<file path="config.mk">
export PLATFORM = sky130hd
export DESIGN_NAME = fibre_ring_io_node
export DESIGN_NICKNAME = d
export VERILOG_FILES = /design/src/rtl/fibre_ring_io_pkg.sv /design/src/rtl/fibre_ring_io_node.sv
export SDC_FILE = /design/constraint.sdc
export NUM_CORES = 1
export LEC_CHECK = 0
export BUFFER_PORTS_ARGS = -buffer_cell sky130_fd_sc_hd__buf_2
export CAP_MARGIN = 10
export CELL_PAD_IN_SITES_DETAIL_PLACEMENT = 0
export CELL_PAD_IN_SITES_GLOBAL_PLACEMENT = 1
export CORE_ASPECT_RATIO = 0.6
export CORE_UTILIZATION = 37
export CTS_CLUSTER_SIZE = 28
export DETAILED_ROUTE_END_ITERATION = 12
export PLACE_DENSITY_LB_ADDON = 0.1
export SYNTH_ARGS = -nofsm -noshare
export SYNTH_HDL_FRONTEND = slang
export SYNTH_SLANG_ARGS = --single-unit
</file>
<file path="constraint.sdc">
create_clock -name pclk -period 4.3 [get_ports pclk]
set_input_delay 0.645 -clock pclk [delete_from_list [all_inputs] [get_ports pclk]]
set_output_delay 0.645 -clock pclk [all_outputs]
set_load 0.02 [all_outputs]
</file>
<file path="src/rtl/fibre_ring_io_pkg.sv">
package fibre_ring_io_pkg;

  // Port organisation
  localparam int NUM_PORTS = 4;
  localparam int PORT_W    = 8;
  localparam int POINTS    = NUM_PORTS * PORT_W;
  localparam int NUM_PAIRS = 2;
  localparam int NUM_FAST  = 4;

  // Timing
  localparam int CLK_PERIOD_NS = 8;
  localparam int WD_TIME_NS    = 100_000_000;
  localparam int WD_CYCLES     = WD_TIME_NS / CLK_PERIOD_NS;
  localparam int WD_CNT_W      = 24;
  localparam int LATCH_TIME_NS = 6_800_000;
  localparam int LATCH_CYCLES  = LATCH_TIME_NS / CLK_PERIOD_NS;
  localparam int LATCH_CNT_W   = 20;
  localparam int BAUD_RATE     = 2_500_000;
  localparam int BIT_TIME_NS   = 1_000_000_000 / BAUD_RATE;
  localparam int BIT_CYCLES    = BIT_TIME_NS / CLK_PERIOD_NS;
  localparam int PAYLOAD_BITS  = 32;
  localparam int FRAME_MARGIN  = 2;
  localparam int FRAME_LIMIT   = FRAME_MARGIN * PAYLOAD_BITS * BIT_CYCLES;
  localparam int FRAME_CNT_W   = 12;
  localparam int GOOD_RUN_CLEAR = 3;

  // Register map
  localparam int ADDR_W = 12;
  localparam logic [ADDR_W-1:0] REG_NODE_ADDR = 12'h000;
  localparam logic [ADDR_W-1:0] REG_STATE     = 12'h004;
  localparam logic [ADDR_W-1:0] REG_STATUS    = 12'h008;
  localparam logic [ADDR_W-1:0] REG_MASK      = 12'h00C;
  localparam logic [ADDR_W-1:0] REG_OUT_IMAGE = 12'h010;
  localparam logic [ADDR_W-1:0] REG_IN_IMAGE  = 12'h014;
  localparam logic [7:0]        NODE_ADDR_RST = 8'h00;

  // Event bits, shared by status and mask
  localparam int EVT_W       = 4;
  localparam int EVT_GOOD    = 0;
  localparam int EVT_BAD     = 1;
  localparam int EVT_WD_TOUT = 2;
  localparam int EVT_FAST    = 3;

  // State register fields
  localparam int ST_CYCLE    = 0;
  localparam int ST_ERROR    = 1;
  localparam int ST_WATCHDOG = 2;
  localparam int ST_DIR_LSB  = 4;
  localparam int ST_WDJ_LSB  = 8;
  localparam int ST_LATCH    = 10;
  localparam int ST_FASTJ_LSB = 12;

  typedef struct packed {
    logic        write;
    logic [7:0]  addr;
    logic [31:0] data;
    logic        csum_ok;
    logic        frame_ok;
  } telegram_s;

  typedef enum logic [1:0] {
    LINK_IDLE  = 2'b01,
    LINK_FRAME = 2'b10
  } link_state_e;

endpackage

</file>
<file path="src/rtl/fibre_ring_io_node.sv">
`timescale 1ns/100ps
module fibre_ring_io_node
  import fibre_ring_io_pkg::*;
#(
  parameter int unsigned WD_CYCLES_P    = WD_CYCLES,
  parameter int unsigned LATCH_CYCLES_P = LATCH_CYCLES
) (
  input  wire logic              pclk,
  input  wire logic              presetn,
  input  wire logic              psel,
  input  wire logic              penable,
  input  wire logic              pwrite,
  input  wire logic [ADDR_W-1:0] paddr,
  input  wire logic [31:0]       pwdata,
  output logic      [31:0]       prdata,
  output logic                   pready,
  output logic                   pslverr,
  input  wire logic              rx_start,
  input  wire logic              rx_stop,
  input  wire logic              rx_done,
  input  wire telegram_s         rx_tlg,
  output logic      [31:0]       tx_data,
  output logic                   tx_valid,
  input  wire logic [NUM_PORTS-1:0] dir_switch,
  input  wire logic [NUM_PAIRS-1:0] wd_disable_jumper,
  input  wire logic              latch_jumper,
  input  wire logic [NUM_FAST-1:0]  fast_irq_jumper,
  input  wire logic [POINTS-1:0] point_in,
  output logic      [POINTS-1:0] point_out,
  output logic      [POINTS-1:0] point_oe,
  output logic      [POINTS-1:0] point_led,
  output logic                   cycle_indicator,
  output logic                   error_indicator,
  output logic                   watchdog_indicator,
  output logic      [NUM_FAST-1:0] fast_irq_input,
  output logic                   irq
);

  localparam logic [WD_CNT_W-1:0]    WD_LAST    = WD_CNT_W'(WD_CYCLES_P - 1);
  localparam logic [LATCH_CNT_W-1:0] LATCH_LAST = LATCH_CNT_W'(LATCH_CYCLES_P - 1);
  localparam logic [FRAME_CNT_W-1:0] FRAME_LAST = FRAME_CNT_W'(FRAME_LIMIT - 1);
  localparam logic [1:0]             GOOD_LAST  = 2'(GOOD_RUN_CLEAR - 1);

  logic [7:0]             node_addr_r;
  logic [EVT_W-1:0]       mask_r;
  logic [EVT_W-1:0]       status_r;
  logic [EVT_W-1:0]       status_nxt;
  logic [EVT_W-1:0]       events;
  logic [31:0]            prdata_r;
  logic                   pready_r;
  logic                   pslverr_r;
  logic                   irq_r;
  link_state_e            link_state_r;
  logic [FRAME_CNT_W-1:0] frame_cnt_r;
  logic                   cycle_r;
  logic                   error_r;
  logic [1:0]             good_run_r;
  logic                   wd_r;
  logic [WD_CNT_W-1:0]    wd_cnt_r;
  logic [LATCH_CNT_W-1:0] latch_cnt_r;
  logic [POINTS-1:0]      in_latched_r;
  logic [NUM_PORTS-1:0]   dir_r;
  logic [PORT_W-1:0]      out_byte_r [NUM_PORTS];
  logic [PORT_W-1:0]      led_byte_r [NUM_PORTS];
  logic [31:0]            reply;
  logic [31:0]            tx_data_r;
  logic                   tx_valid_r;
  logic [NUM_FAST-1:0]    fast_r;
  logic [NUM_FAST-1:0]    fast_nxt;
  logic [31:0]            read_mux;
  logic [31:0]            state_word;
  logic                   addr_hit;
  logic                   apb_setup;
  logic                   apb_done;
  logic                   frame_timeout;
  logic                   addr_match;
  logic                   tlg_good;
  logic                   tlg_bad;
  logic                   good_write;
  logic                   wd_timeout;
  logic                   latch_tick;
  logic [NUM_PAIRS-1:0]   kill_pair;

  // Telegram classification
  // A frame with no stop bit in time counts as a framing error
  assign frame_timeout = (link_state_r == LINK_FRAME) && (frame_cnt_r == FRAME_LAST);
  assign addr_match    = (rx_tlg.addr == node_addr_r);
  assign tlg_good      = rx_done & rx_tlg.csum_ok & rx_tlg.frame_ok;
  assign tlg_bad       = (rx_done & ~(rx_tlg.csum_ok & rx_tlg.frame_ok))
                         | frame_timeout;
  assign good_write    = tlg_good & rx_tlg.write & addr_match;
  assign wd_timeout    = wd_r && (wd_cnt_r == WD_LAST);
  assign latch_tick    = (latch_cnt_r == LATCH_LAST);

  // Jumpered pairs keep their outputs through errors and timeouts
  // The watchdog indicator still drops for a jumpered pair
  always_comb begin
    for (int k = 0; k < NUM_PAIRS; k++) begin
      kill_pair[k] = (tlg_bad | wd_timeout) & ~wd_disable_jumper[k];
    end
  end

  // Link framing and cycle indicator
  always_ff @(posedge pclk or negedge presetn) begin
    if (!presetn) begin
      link_state_r <= LINK_IDLE;
      frame_cnt_r  <= '0;
      cycle_r      <= 1'b0;
    end else begin
      case (link_state_r)
        LINK_IDLE: begin
          frame_cnt_r <= '0;
          if (rx_start) begin
            link_state_r <= LINK_FRAME;
            cycle_r      <= 1'b1;
          end
        end
        LINK_FRAME: begin
          // A lost stop bit must not hang the cycle indicator
          if (rx_start) begin
            frame_cnt_r <= '0;
          end else if (rx_stop || frame_timeout) begin
            link_state_r <= LINK_IDLE;
            cycle_r      <= 1'b0;
          end else begin
            frame_cnt_r <= frame_cnt_r + 1'b1;
          end
        end
        default: begin
          link_state_r <= LINK_IDLE;
          cycle_r      <= 1'b0;
        end
      endcase
    end
  end

  // Error indicator with good-telegram run counter
  // Any bad telegram restarts the run, addressed or not
  always_ff @(posedge pclk or negedge presetn) begin
    if (!presetn) begin
      error_r    <= 1'b0;
      good_run_r <= 2'h0;
    end else if (tlg_bad) begin
      error_r    <= 1'b1;
      good_run_r <= 2'h0;
    end else if (tlg_good && error_r) begin
      if (good_run_r == GOOD_LAST) begin
        error_r    <= 1'b0;
        good_run_r <= 2'h0;
      end else begin
        good_run_r <= good_run_r + 2'h1;
      end
    end
  end

  // Watchdog
  // Counts only after a first good write; outputs start off anyway
  always_ff @(posedge pclk or negedge presetn) begin
    if (!presetn) begin
      wd_r     <= 1'b0;
      wd_cnt_r <= '0;
    end else if (good_write) begin
      wd_r     <= 1'b1;
      wd_cnt_r <= '0;
    end else if (wd_timeout) begin
      wd_r     <= 1'b0;
      wd_cnt_r <= '0;
    end else if (wd_r) begin
      wd_cnt_r <= wd_cnt_r + 1'b1;
    end
  end

  // Input latch
  // Free-running period, so the first sample after a change may lag
  always_ff @(posedge pclk or negedge presetn) begin
    if (!presetn) begin
      latch_cnt_r  <= '0;
      in_latched_r <= '0;
    end else begin
      latch_cnt_r <= latch_tick ? '0 : latch_cnt_r + 1'b1;
      if (!latch_jumper || latch_tick) begin
        in_latched_r <= point_in;
      end
    end
  end

  // Per-port direction, output byte, indicator and reply byte
  for (genvar p = 0; p < NUM_PORTS; p++) begin : g_port
    logic [PORT_W-1:0] state_byte;

    assign state_byte = dir_r[p] ? out_byte_r[p] : in_latched_r[PORT_W*p +: PORT_W];
    assign reply[PORT_W*p +: PORT_W] = state_byte;

    always_ff @(posedge pclk or negedge presetn) begin
      if (!presetn) begin
        dir_r[p] <= 1'b0;
      end else begin
        dir_r[p] <= dir_switch[p];
      end
    end

    always_ff @(posedge pclk or negedge presetn) begin
      if (!presetn) begin
        out_byte_r[p] <= '0;
      end else if (!dir_r[p] || !dir_switch[p]) begin
        // Cleared with the switch so no value outlives its output enable
        out_byte_r[p] <= '0;
      end else if (good_write) begin
        out_byte_r[p] <= rx_tlg.data[PORT_W*p +: PORT_W];
      end else if (kill_pair[p/2]) begin
        out_byte_r[p] <= '0;
      end
    end

    always_ff @(posedge pclk or negedge presetn) begin
      if (!presetn) begin
        led_byte_r[p] <= '0;
      end else begin
        led_byte_r[p] <= state_byte;
      end
    end

    assign point_out[PORT_W*p +: PORT_W] = out_byte_r[p];
    assign point_oe[PORT_W*p +: PORT_W]  = {PORT_W{dir_r[p]}};
    assign point_led[PORT_W*p +: PORT_W] = led_byte_r[p];
  end

  // Fast inputs bypass the latch so interrupts are not delayed by it
  always_comb begin
    for (int i = 0; i < NUM_FAST; i++) begin
      fast_nxt[i] = fast_irq_jumper[i]
                    & (dir_r[0] ? out_byte_r[0][i] : point_in[i]);
    end
  end

  always_ff @(posedge pclk or negedge presetn) begin
    if (!presetn) begin
      fast_r <= '0;
    end else begin
      fast_r <= fast_nxt;
    end
  end

  // Reply telegram toward the ring
  // Output bytes return the value held before the write in this telegram
  always_ff @(posedge pclk or negedge presetn) begin
    if (!presetn) begin
      tx_data_r  <= '0;
      tx_valid_r <= 1'b0;
    end else begin
      tx_valid_r <= tlg_good & addr_match;
      if (tlg_good && addr_match) begin
        tx_data_r <= reply;
      end
    end
  end

  // Interrupt status: set wins over the read clear
  always_comb begin
    events              = '0;
    events[EVT_GOOD]    = tlg_good;
    events[EVT_BAD]     = tlg_bad;
    events[EVT_WD_TOUT] = wd_timeout;
    events[EVT_FAST]    = |(fast_nxt & ~fast_r);
    status_nxt          = status_r | events;
    // Only bits actually returned to software are cleared
    if (apb_done && !pwrite && paddr == REG_STATUS) begin
      status_nxt = (status_r & ~prdata_r[EVT_W-1:0]) | events;
    end
  end

  always_ff @(posedge pclk or negedge presetn) begin
    if (!presetn) begin
      status_r <= '0;
      irq_r    <= 1'b0;
    end else begin
      status_r <= status_nxt;
      irq_r    <= |(status_nxt & mask_r);
    end
  end

  // APB slave, no wait states
  // Read data captured at setup, so clear-on-read drops only what was returned
  assign apb_setup = psel & ~penable;
  assign apb_done  = psel & penable & pready_r;

  always_comb begin
    state_word                                  = '0;
    state_word[ST_CYCLE]                        = cycle_r;
    state_word[ST_ERROR]                        = error_r;
    state_word[ST_WATCHDOG]                     = wd_r;
    state_word[ST_DIR_LSB +: NUM_PORTS]         = dir_r;
    state_word[ST_WDJ_LSB +: NUM_PAIRS]         = wd_disable_jumper;
    state_word[ST_LATCH]                        = latch_jumper;
    state_word[ST_FASTJ_LSB +: NUM_FAST]        = fast_irq_jumper;
  end

  always_comb begin
    addr_hit = 1'b1;
    read_mux = '0;
    case (paddr)
      REG_NODE_ADDR: read_mux = {24'h000000, node_addr_r};
      REG_STATE:     read_mux = state_word;
      REG_STATUS:    read_mux = {{(32-EVT_W){1'b0}}, status_r};
      REG_MASK:      read_mux = {{(32-EVT_W){1'b0}}, mask_r};
      REG_OUT_IMAGE: read_mux = point_out;
      REG_IN_IMAGE:  read_mux = in_latched_r;
      default:       addr_hit = 1'b0;
    endcase
  end

  always_ff @(posedge pclk or negedge presetn) begin
    if (!presetn) begin
      pready_r  <= 1'b0;
      pslverr_r <= 1'b0;
      prdata_r  <= '0;
    end else begin
      pready_r  <= apb_setup;
      pslverr_r <= apb_setup & ~addr_hit;
      if (apb_setup) begin
        prdata_r <= pwrite ? 32'h00000000 : read_mux;
      end
    end
  end

  always_ff @(posedge pclk or negedge presetn) begin
    if (!presetn) begin
      node_addr_r <= NODE_ADDR_RST;
      mask_r      <= '0;
    end else if (apb_done && pwrite) begin
      if (paddr == REG_NODE_ADDR) begin
        node_addr_r <= pwdata[7:0];
      end
      if (paddr == REG_MASK) begin
        mask_r <= pwdata[EVT_W-1:0];
      end
    end
  end

  assign prdata             = prdata_r;
  assign pready             = pready_r;
  assign pslverr            = pslverr_r;
  assign tx_data            = tx_data_r;
  assign tx_valid           = tx_valid_r;
  assign cycle_indicator    = cycle_r;
  assign error_indicator    = error_r;
  assign watchdog_indicator = wd_r;
  assign fast_irq_input     = fast_r;
  assign irq                = irq_r;

endmodule // fibre_ring_io_node

</file>
Word level (Yosys, flattened, before mapping)
Cells that the tools add are included.
Widths: inputs -> output; s select.
{"block": "word_totals", "ff_bits": 251, "input_bits": 138, "out_inout_bits": 171, "wordCells": 168}
{"block": "classes", "add_sub_neg": 4, "eq_ne": 16, "n_mux": 45, "bitwise": 31, "n_reduce_logical": 41}
{"operator": "$pmux 32 s6", "n": 1}
{"operator": "$mux 8", "n": 14}
{"operator": "$mux 24", "n": 3}
{"operator": "$mux 32", "n": 1}
{"operator": "$add 24x1->24 const B", "n": 1}
{"operator": "$eq 12x4->1 const B", "n": 2}
{"operator": "$eq 12x5->1 const B", "n": 2}
{"operator": "$eq 24x24->1 const B", "n": 1}
{"operator": "$mux 12", "n": 2}
{"operator": "$pmux 12 s2", "n": 1}
{"operator": "$add 20x1->20 const B", "n": 1}
{"operator": "$eq 20x20->1 const B", "n": 1}
{"operator": "$mux 20", "n": 1}
{"operator": "$and 1x1->1", "n": 17}
{"operator": "$reduce_bool 3->1", "n": 5}
{"operator": "$mux 1", "n": 13}
{"operator": "$add 12x1->12 const B", "n": 1}
{"operator": "$and 4x4->4", "n": 3}
{"operator": "$eq 12x12->1 const B", "n": 1}
{"operator": "$eq 12x3->1 const B", "n": 1}
{"operator": "$logic_not 12->1", "n": 1}
{"operator": "$mux 2", "n": 6}
{"operator": "$logic_not 1->1", "n": 10}
{"operator": "$eq 8x8->1", "n": 1}
{"operator": "20 further kinds", "n": 47}

Longest topological paths before layout
{"block": "logic_depth", "depth_word": 9, "mapped_depth": 9, "mapped_depth_nobuf": 8}

Worst setup path before layout
Ideal clock, no wire load.
{"block": "synth_timing", "kind": "in2reg", "startpoint": "in paddr[7]", "endpoint": "reg node_addr_r[3]", "setup_ps": 128, "arrival_time_ps": 2163, "t_required_ps": 4172, "slack_ps": 2009, "stages": 6, "n_path_buf": 1, "cell_sequence": "nor4_1 -> and3_1 -> nand2_1 -> or3_1 -> clkbuf_1 -> mux2_1"}
{"block": "synth_via", "elab_chain_len": 2}
{"item": "start, declared", "line_no": "fibre_ring_io_node.sv:13", "source": "input wire logic [ADDR_W-1:0] paddr,"}
{"item": "$logic_not 12->1", "line_no": "fibre_ring_io_node.sv:331", "source": "if (paddr == REG_NODE_ADDR) begin"}
{"item": "$reduce_and 2->1 (no line)"}
{"item": "end signal, assigned", "line_no": "fibre_ring_io_node.sv:332", "source": "node_addr_r <= pwdata[7:0];"}
{"item": "end, declared", "line_no": "fibre_ring_io_node.sv:44", "source": "logic [7:0] node_addr_r;"}
No other way between the ends.
A chain may end at the register's enable or synchronous reset.

Worst setup path after layout
{"block": "layout_timing", "startpoint": "reg latch_cnt_r[0]", "endpoint": "reg in_latched_r[24]"}
{"block": "layout_via", "elab_chain_len": 2}
{"item": "start, declared", "line_no": "fibre_ring_io_node.sv:60", "source": "logic [LATCH_CNT_W-1:0] latch_cnt_r;"}
{"item": "start signal, assigned", "line_no": "fibre_ring_io_node.sv:180", "source": "latch_cnt_r <= latch_tick ? '0 : latch_cnt_r + 1'b1;"}
{"item": "$eq 20x20->1", "line_no": "fibre_ring_io_node.sv:93", "source": "assign latch_tick = (latch_cnt_r == LATCH_LAST);"}
{"item": "$logic_or 1x1->1", "line_no": "fibre_ring_io_node.sv:181", "source": "if (!latch_jumper || latch_tick) begin"}
{"item": "end signal, assigned", "line_no": "fibre_ring_io_node.sv:182", "source": "in_latched_r <= point_in;"}
{"item": "end, declared", "line_no": "fibre_ring_io_node.sv:61", "source": "logic [POINTS-1:0] in_latched_r;"}
No other way between the ends.

==> results.toml <==
[floorplan]
placementRows = 48
chipHeight_um = 136
start_util_pct = 38.2
core_um2 = 29200
die_w_um = 226
io_pins = 309
dieArea_um2 = 30900

[synth]
synth-simple-area-share_pct = 12.8
ys_async_sr_fraction_pct = 100
syn_area_um2 = 11100
ys_seq_area_share_pct = 56.1
avgSynthCellArea_um2 = 11.7
yosys_warnings = 0
ys.flop_type = "dfrtp_1"
synthesis.nets = 1097
synthAdderAreaFrac_pct = 0.561
synth_seq_cells = 250
netlist.area_leader.share_pct = 55.9
yosysMostFrequentCell = "dfrtp_1"
synth_edf_count = 0
synth.area.top_cells = "dfrtp_1 (56%), mux2_2 (11%), a22o_1 (2.9%)"
synth_top_area_cell = "dfrtp_1"
synth_common_cells = "dfrtp_1 (249), mux2_2 (110), nand2_1 (83), nor2_1 (56), o21ai_0 (48)"
synth_cell_types = 67
synth_compound_area_share_pct = 10.8
synth_xor_area_share_pct = 2.20
netlist_instances = 954
synth_top_family_by_area = "multiplexers"
synth_mux_area_share_pct = 13.4

[critical_path]
critPathSlowestCell = "nand2b_2"
endpoint_kind = "register"
cp_max_fo = 32
start_kind = "register"
cp.required_ns = 4.71
path_class = "register to register"
crit_arrival_ns = 3.39
crit_path_cell_trace = "ha_1 -> and3_1 -> nand4_1 -> nor3_1 -> buf_4 -> nand2b_2 -> mux2_2"
slowest_delay_ns = 0.86

[clocking]
cts_tree = "yes"
root_buffer = "clkbuf_16"
cts_buffer_depth = 3
clk_latency_ns = 0.54
post_cts_buffers = 0
h-tree-depth = 1
cts_made_buffers = 26
ctsResizeCount = 0
hold_buffers = 0
cts.sinks = 250
clk_pin_slew_ns = 0.06

[placement]
dp_cells = 1588
place_congestion = 0.794
hpwl_um = 24800
portBuffers = 284
postPlaceCellArea_um2 = 12900

[final_layout]
stdcell_count = 1638
regArea_um2 = 6260
fin_area_um2 = 13800
fill_cells = 2755
multi_input_area_um2 = 4470
synthToLayoutAreaGrowth_pct = 24.1
drive_above_1_share_pct = 39.0
finalNetCount = 1359

[global_routing]
grt_use_total_pct = 22.4
grt_pass1_vias = 8208
grt_antenna_before_repair = 3
grt-ovfl-total = 0
grt_pass1_wl_um = 51800
grt_max_degree = 104

[sta]
clock_skew_ns = 0.0116
layout_worst_path_cycle_share_pct = 69.3
whs_ns = 0.137
finalHoldViolCount = 0
fmax_mhz = 336
final.setup.tns_ns = 0
rsz0062_at_grt = "false"
setup_viol = 0
max_slew_margin_pct = 26.3
drv_slew = 0
tightestPinTransition_ns = 1.11
min_period_ns = 2.98

[detailed_routing]
drc = 0
ant_nets = 0
avgRoutedWirePerCell_um = 21.1
drt-total-wl_um = 34500
drtIter0Drc = 669
via_count = 8431
vias_per_cell = 5.15
first_pass_iters = 8

[power_and_ir_drop]
ir_drop_mv = 0.213
total_power_w = 0.00570
power_density_nw_per_um2 = 412
leakagePower_nw = 6.83

[flow_run]
drv_cap = 0

[worst_hold_path]
hp-class = "primary input to async pin"

[run_status]
status = "complete, no violations"
stage by stage:
stage	worst slack, ns	utilization [%]
5_1_grt	1.17	47.4
3_3_place_gp	1.04	44.0
6_report	1.32	47.4
2_1_floorplan	2.01	-
3_5_place_dp	0.987	44.0
4_1_cts	1.34	47.4
critical path, delay by kind of cell (launching register included):
kind	cells	cell delay [ns]
and+or+nand+nor	4	1.64
muxes	1	0.42
DFF	1	0.37
buffers and inverters	1	0.22
adders and majority gates	1	0.19
worst paths after layout:
path | cells past startpoint | from | slack, ns | end
setup / recovery | 7 | latch_cnt_r[0]$_DFF_PN0_ | 1.32 | in_latched_r[24]$_DFFE_PN0P_
max in group asynchronous | 2 | presetn | 3.16 | node_addr_r[6]$_DFFE_PN0P_
setup reg to reg | 7 | latch_cnt_r[0]$_DFF_PN0_ | 1.32 | in_latched_r[24]$_DFFE_PN0P_
hold reg to reg | 1 | latch_cnt_r[0]$_DFF_PN0_ | 0.47 | latch_cnt_r[0]$_DFF_PN0_
hold / removal | 1 | presetn | 0.14 | wd_cnt_r[17]$_DFFE_PN0P_
min in group pclk | 1 | dir_switch[2] | 0.24 | point_oe[16]$_DFF_PN0_
placed cells by master, fill, tap and decap left out, types with 11 or more instances in the layout:
cell       synthesis  routed
clkbuf_16          0      27
nand2_1           83      83
mux2i_1           17      17
a22o_1            37      37
nand4_1           17      17
dfrtp_1          249     249
a22oi_1           17      17
and3_1            11      11
nor3_1            13      13
buf_4             28      16
inv_1             14      14
buf_2             11     283
nand3_1           29      29
xnor2_1           13      13
xor2_1            15      15
mux2_2           110     110
a21oi_1           38      38
o21ai_0           48      48
nor2_1            56      54
layer usage:
layer	wire length [µm]	up-vias	global-route usage [%]
met2	14400	233	31.0
met5	14	-	0
met1	17500	4185	35.1
met4	560	2	5.07
met3	1940	38	4.95
li1	-	3973	-
cells by family (layout without fill, tap and decap cells):
group	count (synthesis)	in the layout
and+or+nand+nor	277	277
AOI/OAI and AO/OA	180	180
other	0	3
adders and majority gates	5	5
xor gates and xnor gates	28	28
muxes	132	132
buffers and inverters	82	363
DFF	250	250
final cells by class:
type | count | area share (%)
antenna | 3 | 0.0542
tap | 400 | 3.62
clock buffer | 33 | 5.26
clock inverter | 14 | 1.79
inverter | 15 | 0.407
timing repair buffer | 301 | 11.4
sequential | 250 | 45.2
multi-input combinational | 622 | 32.3
report_power, final:
group | switching [W] | total (W) | internal [W]
Sequential | 0.000102 | 0.00256 | 0.00245
Clock | 0.000966 | 0.00258 | 0.00161
Combinational | 0.000341 | 0.000561 | 0.000220
registers in the layout (all words and copies together), names as in the netlist:
signal / flops
error_indicator: 1
fast_irq_input: 4
frame_cnt_r: 12
good_run_r: 2
in_latched_r: 32
irq: 1
latch_cnt_r: 20
link_state_r: 2
mask_r: 4
node_addr_r: 8
point_led: 32
point_oe: 4
point_out: 32
prdata: 32
pready: 1
pslverr: 1
status_r: 4
tx_data: 32
tx_valid: 1
watchdog_indicator: 1
wd_cnt_r: 24
(Power assumes the default switching activity.)
